--- src/pkg/rnad_pkg.sv ---
// rnad_pkg: constants, register map and types of the net access delay block
package rnad_pkg;

  // ---------------------------------------------------------------
  // clock and time base
  // ---------------------------------------------------------------
  localparam int CLK_HZ      = 40_000_000;
  localparam int TICK_MS     = 10;                          // voice factor unit
  localparam int TICK_CYCLES = (CLK_HZ / 1000) * TICK_MS;   // 400000, above 4096
  localparam int IMM_MS      = 100;                         // immediate mode length
  localparam int IMM_TICKS   = IMM_MS / TICK_MS;
  localparam int STEP_MAX_MS = 10_000;                      // 10.0 sec step limit
  localparam logic [15:0] STEP_MAX_TICKS = 16'(STEP_MAX_MS / TICK_MS);

  // ---------------------------------------------------------------
  // widths
  // ---------------------------------------------------------------
  localparam int F_W   = 11;   // delay factor
  localparam int VF_W  = 16;   // voice factor in ticks
  localparam int CNT_W = 32;   // countdown width
  localparam int MEM_W = 8;    // active member count

  // ---------------------------------------------------------------
  // register indices (word addresses)
  // ---------------------------------------------------------------
  localparam logic [3:0] REG_CTRL   = 4'h0;  // [0] enable, [2:1] scheme
  localparam logic [3:0] REG_PRIO   = 4'h1;  // [7:0] station, [15:8] message, [23:16] index
  localparam logic [3:0] REG_HYB    = 4'h2;  // [10:0] lower, [26:16] upper
  localparam logic [3:0] REG_VLIM   = 4'h3;  // [15:0] minimum, [31:16] maximum
  localparam logic [3:0] REG_VSTEP  = 4'h4;  // [15:0] increment, [31:16] decrement
  localparam logic [3:0] REG_TIMES  = 4'h5;  // [15:0] busy detect, [31:16] turnaround
  localparam logic [3:0] REG_TP     = 4'h6;  // post reception timer, cycles
  localparam logic [3:0] REG_STATUS = 4'h7;  // read only
  localparam logic [3:0] REG_FACTOR = 4'h8;  // read only
  localparam logic [3:0] REG_SCHED  = 4'h9;  // read only

  // ---------------------------------------------------------------
  // reset values
  // ---------------------------------------------------------------
  localparam logic [31:0] RST_CTRL  = 32'h0000_0000;
  localparam logic [31:0] RST_PRIO  = 32'h0000_0000;
  localparam logic [31:0] RST_HYB   = 32'h0000_0000;
  localparam logic [31:0] RST_VLIM  = 32'h0064_0000;
  localparam logic [31:0] RST_VSTEP = 32'h0001_000a;
  localparam logic [31:0] RST_TIMES = 32'h0010_0010;
  localparam logic [31:0] RST_TP    = 32'h0000_0100;
  localparam logic [1:0]  PREC_NONE = 2'h3;   // empty frame group

  // ---------------------------------------------------------------
  // types
  // ---------------------------------------------------------------
  typedef enum logic [1:0] {
    SCH_PRIO, SCH_HYBRID, SCH_RADIO, SCH_DETERM
  } rnad_scheme_t;

  typedef enum logic [1:0] {
    ST_OFF, ST_WAIT_TP, ST_COUNT
  } rnad_state_t;

endpackage : rnad_pkg

--- src/rtl/rnad_down_counter.sv ---
// rnad_down_counter: loadable down counter with step enable, abort and expiry pulse
module rnad_down_counter
  import rnad_pkg::*;
#(
  parameter int W = 32
) (
  input  wire logic         clk_sys,
  input  wire logic         reset,
  input  wire logic         load,
  input  wire logic [W-1:0] load_value,
  input  wire logic         step,
  input  wire logic         abort,
  output logic              busy,
  output logic              expire
);

  logic [W-1:0] count_q;
  logic [W-1:0] count_d;

  // abort beats load so that traffic always stops a running interval
  always_comb begin
    count_d = count_q;
    if (abort) begin
      count_d = '0;
    end else if (load) begin
      count_d = load_value;
    end else if (step && count_q != '0) begin
      count_d = count_q - W'(1);
    end
  end

  always_ff @(posedge clk_sys or posedge reset) begin
    if (reset) begin
      count_q <= '0;
    end else begin
      count_q <= count_d;
    end
  end

  assign busy   = (count_q != '0);
  assign expire = step && (count_q == W'(1)) && !abort && !load;

endmodule // rnad_down_counter

--- src/rtl/rnad_lfsr.sv ---
// rnad_lfsr: free running pseudorandom source for the random fraction
module rnad_lfsr
  import rnad_pkg::*;
(
  input  wire logic       clk_sys,
  input  wire logic       reset,
  output logic      [7:0] random_fraction
);

  logic [15:0] lfsr_q;
  logic [15:0] lfsr_d;

  // galois form, taps 16,14,13,11; never reaches the all zero lock-up state
  always_comb begin
    lfsr_d = {1'b0, lfsr_q[15:1]};
    if (lfsr_q[0]) begin
      lfsr_d = lfsr_d ^ 16'hb400;
    end
  end

  always_ff @(posedge clk_sys or posedge reset) begin
    if (reset) begin
      lfsr_q <= 16'hace1;
    end else begin
      lfsr_q <= lfsr_d;
    end
  end

  assign random_fraction = lfsr_q[7:0];

endmodule // rnad_lfsr

--- src/rtl/rnad_top.sv ---
// rnad_top: channel access delay engine for a station on a shared radio data net
//
// Notes on behaviour
// - prioritized scheme: factor is station, message and index terms summed.
// - hybrid scheme: factor is lower bound plus random fraction times bound span.
// - radio embedded: higher precedence frame ready rebuilds the pending frame group.
// - voice factor starts at its minimum when the radio embedded scheme starts.
// - voice detection raises the voice factor by the increment step, 0 to 10 s; at most one deferred step waits per expiry.
// - voice factor at minimum: increment applies at once and restarts the scheduler.
// - voice factor above minimum: increment waits for the next scheduler expiry.
// - each access delay expiry lowers the voice factor by the decrement step.
// - active member count follows the transmitters heard on the net.
// - scheduler interval is recomputed after each own transmission.
// - traffic during the short immediate mode aborts it and clears its flag.
// - a precedence change marks the new transmission with the new level.
// - deterministic scheme: first station number sent is last received plus one.
// - outside radio embedded, delay is factor times busy detect plus max(0, factor-1) times turnaround.
// - while the post reception timer runs, the access delay countdown waits.
//
// The address map and strobed register access were chosen for this implementation.
module rnad_top
  import rnad_pkg::*;
#(
  parameter int TICK_LEN = TICK_CYCLES
) (
  input  wire logic             clk_sys,
  input  wire logic             reset,
  input  wire logic [3:0]       reg_addr,
  input  wire logic [31:0]      reg_wdata,
  input  wire logic             reg_wr,
  input  wire logic             reg_rd,
  output logic      [31:0]      reg_rdata,
  input  wire logic             rx_frame_done,
  input  wire logic [7:0]       rx_first_station,
  input  wire logic             voice_detect,
  input  wire logic             data_detect,
  input  wire logic             member_heard,
  input  wire logic             member_lost,
  input  wire logic             frame_pending,
  input  wire logic             frame_ready,
  input  wire logic [1:0]       frame_precedence,
  input  wire logic [1:0]       msg_precedence,
  input  wire logic             tx_done,
  input  wire logic             imm_start,
  output logic                  access_grant,
  output logic                  access_expire,
  output logic                  group_rebuild_q,
  output logic      [1:0]       tx_precedence_q,
  output logic                  precedence_mark_q,
  output logic      [7:0]       tx_first_station_q,
  output logic                  imm_active
);

  // ---------------------------------------------------------------
  // register file
  // ---------------------------------------------------------------
  logic [31:0] ctrl_q, prio_q, hyb_q, vlim_q, vstep_q, times_q, tp_q;
  logic [31:0] ctrl_d, prio_d, hyb_d, vlim_d, vstep_d, times_d, tp_d;
  logic [31:0] rdata_d;
  logic [31:0] status_w;

  rnad_scheme_t scheme;
  logic         enable;
  logic [VF_W-1:0] vmin, vmax, vinc, vdec;

  assign enable = ctrl_q[0];
  assign scheme = rnad_scheme_t'(ctrl_q[2:1]);
  assign vmin   = vlim_q[15:0];
  assign vmax   = vlim_q[31:16];
  assign vinc   = vstep_q[15:0];
  assign vdec   = vstep_q[31:16];

  // step writes are clamped to the 10 s limit rather than refused
  always_comb begin
    ctrl_d  = ctrl_q;
    prio_d  = prio_q;
    hyb_d   = hyb_q;
    vlim_d  = vlim_q;
    vstep_d = vstep_q;
    times_d = times_q;
    tp_d    = tp_q;
    if (reg_wr) begin
      unique case (reg_addr)
        REG_CTRL:  ctrl_d  = {29'h0, reg_wdata[2:0]};
        REG_PRIO:  prio_d  = {8'h0, reg_wdata[23:0]};
        REG_HYB:   hyb_d   = {5'h0, reg_wdata[26:16], 5'h0, reg_wdata[10:0]};
        REG_VLIM:  vlim_d  = reg_wdata;
        REG_VSTEP: vstep_d = {(reg_wdata[31:16] > STEP_MAX_TICKS) ? STEP_MAX_TICKS : reg_wdata[31:16],
                              (reg_wdata[15:0] > STEP_MAX_TICKS) ? STEP_MAX_TICKS : reg_wdata[15:0]};
        REG_TIMES: times_d = reg_wdata;
        REG_TP:    tp_d    = reg_wdata;
        default:   ctrl_d  = ctrl_q;
      endcase
    end
  end

  // ---------------------------------------------------------------
  // engine state
  // ---------------------------------------------------------------
  rnad_state_t     st_q, st_d;
  logic [VF_W-1:0] vf_q, vf_d;
  logic            pend_inc_q, pend_inc_d;
  logic [MEM_W-1:0] members_q, members_d;
  logic [VF_W-1:0] sched_q, sched_d;
  logic [F_W-1:0]  factor_q, factor_d;
  logic [1:0]      group_prec_q, group_prec_d;
  logic            rebuild_d;
  logic [1:0]      tx_prec_d;
  logic            prec_mark_d;
  logic [7:0]      first_stn_d;

  logic            tick, tp_busy, dly_busy, dly_expire;
  logic            load_delay, dly_abort, radio;
  logic [7:0]      rnd;
  logic [F_W-1:0]  f_prio, f_hyb, f_val, f_span;
  logic [18:0]     f_prod;
  logic [27:0]     nad_cycles;
  logic [CNT_W-1:0] dly_value;
  logic [VF_W-1:0] vf_up, vf_after, vf_down;
  logic [VF_W+MEM_W-1:0] sched_prod;

  assign radio = (scheme == SCH_RADIO);

  // saturating voice factor arithmetic, never wraps past the limits
  function automatic logic [VF_W-1:0] sat_add(input logic [VF_W-1:0] a, input logic [VF_W-1:0] b,
                                              input logic [VF_W-1:0] hi);
    logic [VF_W:0] s;
    s = {1'b0, a} + {1'b0, b};
    sat_add = (s > {1'b0, hi}) ? hi : s[VF_W-1:0];
  endfunction

  function automatic logic [VF_W-1:0] sat_sub(input logic [VF_W-1:0] a, input logic [VF_W-1:0] b,
                                              input logic [VF_W-1:0] lo);
    sat_sub = (a < b || (a - b) < lo) ? lo : a - b;
  endfunction

  // ---------------------------------------------------------------
  // delay factor and delay length
  // ---------------------------------------------------------------
  always_comb begin
    f_prio = F_W'(prio_q[7:0]) + F_W'(prio_q[15:8]) + F_W'(prio_q[23:16]);
    f_span = (hyb_q[26:16] > hyb_q[10:0]) ? hyb_q[26:16] - hyb_q[10:0] : '0;
    f_prod = {8'h0, f_span} * {11'h0, rnd};
    f_hyb  = hyb_q[10:0] + f_prod[18:8];                     // truncated
    unique case (scheme)
      SCH_PRIO:   f_val = f_prio;
      SCH_HYBRID: f_val = f_hyb;
      SCH_RADIO:  f_val = F_W'(sched_q[10:0]);
      SCH_DETERM: f_val = F_W'(prio_q[23:16]);
    endcase
    nad_cycles = 28'(f_val * times_q[15:0])
               + ((f_val == '0) ? 28'h0 : 28'((f_val - F_W'(1)) * times_q[31:16]));
    // radio embedded counts scheduler ticks instead of cycles
    dly_value  = radio ? CNT_W'(sched_q) : CNT_W'(nad_cycles);
    sched_prod = {{MEM_W{1'b0}}, vf_q} + VF_W'((rnd * members_q) >> 8);
  end

  // ---------------------------------------------------------------
  // voice factor next value
  // ---------------------------------------------------------------
  always_comb begin
    vf_up    = sat_add(vf_q, vinc, vmax);
    vf_after = pend_inc_q ? vf_up : vf_q;                    // deferred increment lands here
    vf_down  = sat_sub(vf_after, vdec, vmin);
  end

  // ---------------------------------------------------------------
  // control sequence
  // ---------------------------------------------------------------
  always_comb begin
    st_d         = st_q;
    vf_d         = vf_q;
    pend_inc_d   = pend_inc_q;
    sched_d      = sched_q;
    factor_d     = factor_q;
    load_delay   = 1'b0;
    dly_abort    = 1'b0;
    group_prec_d = group_prec_q;
    rebuild_d    = 1'b0;
    tx_prec_d    = tx_precedence_q;
    prec_mark_d  = 1'b0;
    first_stn_d  = tx_first_station_q;
    members_d    = members_q;
    // member table follows what is heard on the net
    if (member_heard && !member_lost && members_q != '1) begin
      members_d = members_q + MEM_W'(1);
    end else if (member_lost && !member_heard && members_q != '0) begin
      members_d = members_q - MEM_W'(1);
    end
    unique case (st_q)
      ST_OFF: begin
        dly_abort = 1'b1;
        if (enable) begin
          vf_d       = vmin;
          pend_inc_d = 1'b0;
          sched_d    = vmin;
          st_d       = ST_WAIT_TP;
        end
      end
      ST_WAIT_TP: begin
        if (!tp_busy && !rx_frame_done) begin
          load_delay = 1'b1;
          factor_d   = f_val;
          st_d       = ST_COUNT;
        end
      end
      ST_COUNT: begin
        if (dly_expire) begin
          st_d = ST_WAIT_TP;                                 // fresh delay after every expiry
          if (radio) begin
            vf_d       = vf_down;
            pend_inc_d = 1'b0;
          end
        end
        if (rx_frame_done || tx_done) begin
          dly_abort = 1'b1;
          st_d      = ST_WAIT_TP;
        end
      end
      default: st_d = ST_OFF;
    endcase
    // voice hits only shape the scheduler while the radio scheme runs
    if (radio && st_q != ST_OFF && voice_detect) begin
      if (vf_q == vmin) begin
        vf_d      = vf_up;
        dly_abort = 1'b1;
        st_d      = ST_WAIT_TP;
      end else begin
        pend_inc_d = 1'b1;                                   // set wins over expiry clear
      end
    end
    if (tx_done) begin
      sched_d      = sched_prod[VF_W-1:0];
      group_prec_d = PREC_NONE;
    end
    if (radio && frame_ready && frame_precedence < group_prec_d) begin
      rebuild_d    = 1'b1;
      group_prec_d = frame_precedence;
    end
    if (access_grant && msg_precedence != tx_precedence_q) begin
      tx_prec_d   = msg_precedence;
      prec_mark_d = 1'b1;
    end
    if (scheme == SCH_DETERM && rx_frame_done) begin
      first_stn_d = rx_first_station + 8'h01;
    end
    if (!enable) begin
      st_d = ST_OFF;
    end
  end

  always_ff @(posedge clk_sys or posedge reset) begin
    if (reset) begin
      ctrl_q             <= RST_CTRL;
      prio_q             <= RST_PRIO;
      hyb_q              <= RST_HYB;
      vlim_q             <= RST_VLIM;
      vstep_q            <= RST_VSTEP;
      times_q            <= RST_TIMES;
      tp_q               <= RST_TP;
      reg_rdata          <= '0;
      st_q               <= ST_OFF;
      vf_q               <= '0;
      pend_inc_q         <= 1'b0;
      sched_q            <= '0;
      factor_q           <= '0;
      members_q          <= '0;
      group_prec_q       <= PREC_NONE;
      group_rebuild_q    <= 1'b0;
      tx_precedence_q    <= PREC_NONE;
      precedence_mark_q  <= 1'b0;
      tx_first_station_q <= '0;
    end else begin
      ctrl_q             <= ctrl_d;
      prio_q             <= prio_d;
      hyb_q              <= hyb_d;
      vlim_q             <= vlim_d;
      vstep_q            <= vstep_d;
      times_q            <= times_d;
      tp_q               <= tp_d;
      reg_rdata          <= rdata_d;
      st_q               <= st_d;
      vf_q               <= vf_d;
      pend_inc_q         <= pend_inc_d;
      sched_q            <= sched_d;
      factor_q           <= factor_d;
      members_q          <= members_d;
      group_prec_q       <= group_prec_d;
      group_rebuild_q    <= rebuild_d;
      tx_precedence_q    <= tx_prec_d;
      precedence_mark_q  <= prec_mark_d;
      tx_first_station_q <= first_stn_d;
    end
  end

  // ---------------------------------------------------------------
  // read port, data valid one cycle after the strobe
  // ---------------------------------------------------------------
  assign status_w = {3'h0, tx_precedence_q, st_q, imm_active, members_q, vf_q};

  always_comb begin
    rdata_d = '0;
    if (reg_rd) begin
      unique case (reg_addr)
        REG_CTRL:   rdata_d = ctrl_q;
        REG_PRIO:   rdata_d = prio_q;
        REG_HYB:    rdata_d = hyb_q;
        REG_VLIM:   rdata_d = vlim_q;
        REG_VSTEP:  rdata_d = vstep_q;
        REG_TIMES:  rdata_d = times_q;
        REG_TP:     rdata_d = tp_q;
        REG_STATUS: rdata_d = status_w;
        REG_FACTOR: rdata_d = {21'h0, factor_q};
        REG_SCHED:  rdata_d = {16'h0, sched_q};
        default:    rdata_d = '0;
      endcase
    end
  end

  // ---------------------------------------------------------------
  // timers and random source
  // ---------------------------------------------------------------
  logic tick_busy;

  // tick divider reloads from idle only: feeding expire back into load would loop through its gating
  rnad_down_counter #(.W(CNT_W)) u_tick (
    .clk_sys(clk_sys), .reset(reset), .load(!tick_busy), .load_value(CNT_W'(TICK_LEN - 1)),
    .step(1'b1), .abort(1'b0), .busy(tick_busy), .expire(tick));

  rnad_down_counter #(.W(CNT_W)) u_tp (
    .clk_sys(clk_sys), .reset(reset), .load(rx_frame_done), .load_value(tp_q),
    .step(1'b1), .abort(!enable), .busy(tp_busy), .expire());

  rnad_down_counter #(.W(CNT_W)) u_delay (
    .clk_sys(clk_sys), .reset(reset), .load(load_delay), .load_value(dly_value),
    .step(radio ? tick : 1'b1), .abort(dly_abort), .busy(dly_busy), .expire(dly_expire));

  // any traffic seen ends the short immediate mode at once
  rnad_down_counter #(.W(CNT_W)) u_imm (
    .clk_sys(clk_sys), .reset(reset), .load(radio && imm_start), .load_value(CNT_W'(IMM_TICKS)),
    .step(tick), .abort(voice_detect || data_detect || !enable), .busy(imm_active), .expire());

  rnad_lfsr u_random_fraction (.clk_sys(clk_sys), .reset(reset), .random_fraction(rnd));

  assign access_expire = dly_expire && (st_q == ST_COUNT);
  assign access_grant  = access_expire && frame_pending;
endmodule // rnad_top

--- config.mk ---
export PLATFORM = sky130hd
export DESIGN_NAME = rnad_top
export DESIGN_NICKNAME = d
export VERILOG_FILES = /design/src/pkg/rnad_pkg.sv /design/src/rtl/rnad_down_counter.sv /design/src/rtl/rnad_lfsr.sv /design/src/rtl/rnad_top.sv
export SDC_FILE = /design/constraint.sdc
export NUM_CORES = 2
export LEC_CHECK = 0
export BUFFER_PORTS_ARGS = -buffer_cell sky130_fd_sc_hd__buf_2
export CAP_MARGIN = 5
export CORE_UTILIZATION = 65
export CTS_CLUSTER_DIAMETER = 30
export DETAILED_ROUTE_END_ITERATION = 7
export GPL_TIMING_DRIVEN = 1
export HOLD_SLACK_MARGIN = 0.15
export PLACE_DENSITY_LB_ADDON = 0.25
export SETUP_SLACK_MARGIN = 0.5
export SLEW_MARGIN = 20
export SYNTH_ARGS = -nofsm -noshare
export SYNTH_HDL_FRONTEND = slang
export SYNTH_HIERARCHICAL = 1
export SYNTH_SLANG_ARGS = --single-unit
--- constraint.sdc ---
create_clock -name clk_sys -period 21.8 [get_ports clk_sys]
set_input_delay 6.54 -clock clk_sys [delete_from_list [all_inputs] [get_ports clk_sys]]
set_output_delay 6.54 -clock clk_sys [all_outputs]
set_load 0.01 [all_outputs]
==> run metrics <==
wire length of the first global-routing pass 215 mm; global-route layer with the greatest usage met2; average footprint of a synthesized cell 9.30 um2; number of global-route vias before repair 38000; Yosys warning count 6; startpoint kind of the worst setup timing path flop; horizontal die dimension 262 um; wire length per cell 23.9 um; Core Box Area 0.0670 mm2; setup slack on the worst flop-to-flop path 2.66 ns; maximum count of clock buffers along a single path 3; maximum cell stage delay along the critical path 0.65 ns; Max Transition Viols Final 0; critical path's most frequent cell sky130_fd_sc_hd__fa_1; CP Launch Point hyb_q[1]; HPWL Detailed 101 mm; total setup violations reported at the end of the flow 0; crit path max-delay cell type sky130_fd_sc_hd__a221o_1; hold-fix buffer count after cts 0; worst-skew pair later-pin latency 0.72 ns; floorplan die height 262 um; setup ws final 2.66 ns; maximum level of the CTS H-tree 3; number of cell instances on the worst register-to-register path 66; path category of the worst min-delay check flop to flop; overall routing resource usage 41.3%; global-route track usage on met2 62.2%; starting utilization of the core area 65.6%; total detailed-routing wirelength 138 mm; share of the clock period used by the worst path after layout 87.8%; via density per instance 6.48; pin count of the biggest net entering global routing 120; min cycle time layout 19.14 ns; count of vias placed by the detailed router 37500; violation count after the first detailed-route iteration 3782; antenna viol nets, final 0; clock transition at the registers of the reported paths 0.05 ns; max-cap viol count 0; Final Hold Violating Endpoints 0; Setup Skew 0.119 ns; routability congestion estimate from global placement 1.02; highest fanout seen on the critical path 19; setup repair after global routing missed its margin false; Total Neg Setup Slack 0 ns; result of the run finished, final reports clean; area of the die 0.0687 mm2; Least-Margin Pin Slew 1.20 ns; Final #Nets 5606; library cell used as clock root buffer sky130_fd_sc_hd__clkbuf_16; Reg2Reg Capture Point u_delay/count_q[25]; count of standard-cell rows 95; WP data arrival 19.69 ns; hold path endpoint u_random_fraction/lfsr_q[8]; met3 demand-to-capacity share in global routing 9.47%; number of port buffers 107; Peak Freq 52.2 MHz; Num CTS Buffers 98; FILL cells 4873; Post-Route Utilization 73.1%; TritonCTS clock tree done; IO Pins 108; antenna violations before repair 8; synthesis-to-layout area growth 11.4%; FF-to-FF Start hyb_q[1]; Setup Fix Bufs, Post-CTS 0; number of standard cells after synthesis 4729; class of the most critical setup path flop to flop; layout cells sized above 1 13.2%; detailed-routing iteration count for the pre-antenna-repair pass 8; total grt overflow 0; DRC violations left 0; post-place setup slack 3.00 ns; normalized max-slew margin 19.7%; endpoint type of the worst setup path flop; met1 demand-to-capacity share in global routing 51.4%; HP Start u_random_fraction/lfsr_q[9]; Crit path required time 22.35 ns; number of sinks handled by clock tree synthesis 421; post-cts repair resize count 0; Cell Area, Synth 0.0440 mm2; hold path cells 0
cells in the final DEF, fill, tap and decap left out, types with 38 or more instances in the layout:
cell	instances
sky130_fd_sc_hd__xor2_1	72
sky130_fd_sc_hd__and2_1	209
sky130_fd_sc_hd__mux2_2	177
sky130_fd_sc_hd__clkbuf_16	98
sky130_fd_sc_hd__a22oi_1	79
sky130_fd_sc_hd__nand3_1	49
sky130_fd_sc_hd__buf_4	45
sky130_fd_sc_hd__xnor2_1	93
sky130_fd_sc_hd__mux2i_1	58
sky130_fd_sc_hd__or3_1	56
sky130_fd_sc_hd__o21ai_0	138
sky130_fd_sc_hd__nor2_1	244
sky130_fd_sc_hd__nor2b_1	51
sky130_fd_sc_hd__a211oi_1	56
sky130_fd_sc_hd__a31oi_1	45
sky130_fd_sc_hd__inv_1	607
sky130_fd_sc_hd__a21o_1	42
sky130_fd_sc_hd__fa_1	396
sky130_fd_sc_hd__conb_1	80
sky130_fd_sc_hd__ha_1	328
sky130_fd_sc_hd__nand2b_1	49
sky130_fd_sc_hd__nand2_1	464
sky130_fd_sc_hd__nor3_1	92
sky130_fd_sc_hd__dfrtp_1	400
sky130_fd_sc_hd__o31ai_1	38
sky130_fd_sc_hd__a21oi_1	161
sky130_fd_sc_hd__a311oi_1	44
sky130_fd_sc_hd__buf_2	107
per-layer routing:
layer	vias to the layer above	routed length, um	share of wire (%)
met4	8	12400	8.9
met3	577	14300	10
met1	18300	50800	37
met5	-	51	0.037
li1	16400	-	-
met2	2196	61000	44
worst max-delay path by stage:
stage | slack, ns | end
after floorplan | 5.07 | u_delay/count_q[25]
after global placement | 3.08 | u_delay/count_q[25]
after detailed placement | 3.00 | u_delay/count_q[25]
after CTS | 2.89 | u_delay/count_q[25]
after global routing | 1.59 | u_delay/count_q[25]
final | 2.66 | u_delay/count_q[25]
critical path: cells and delay by family (launching register included):
family | cells | cell delay, ns
and+or+nand+nor | 18 | 4.63
xor gates and xnor gates | 2 | 0.29
adders and majority gates | 18 | 7.86
DFF | 1 | 0.44
AOI/OAI and AO/OA | 19 | 4.94
muxes | 1 | 0.12
buffers and inverters | 8 | 0.65
flip-flops by register name (all words and copies together), names as in the netlist, 2 cells and up:
register,cells
hyb_q,22
group_prec_q,2
st_q,2
vlim_q,32
reg_rdata,32
u_tick/count_q,32
u_imm/count_q,32
vstep_q,32
prio_q,24
vf_q,16
sched_q,16
tp_q,32
tx_precedence_q,2
times_q,32
factor_q,11
u_tp/count_q,32
members_q,8
ctrl_q,3
u_random_fraction/lfsr_q,16
tx_first_station_q,8
u_delay/count_q,32
layout make-up:
type | instances | area (um2) | share of cell area, %
diodes | 3 | 7.51 | 0.0153
clock inverters | 70 | 1060 | 2.16
inverters | 609 | 2290 | 4.68
well taps | 873 | 1090 | 2.23
multi-input cells | 3538 | 30500 | 62.3
repair buffers | 153 | 885 | 1.80
clock buffers | 114 | 2590 | 5.29
flip-flops and latches | 421 | 10600 | 21.5
metrics by stage:
stage	hold WS (ns)	instance area [um2]	std cells
2_1_floorplan	0.331	44300	4807
3_3_place_gp	0.334	45400	5594
3_5_place_dp	0.335	45400	5594
4_1_cts	0.346	49000	5778
5_1_grt	0.367	49000	5778
6_report	0.345	49000	5781
Power is not shown: default switching activity piles up to over one toggle a cycle in this logic, so the estimate is an artifact.
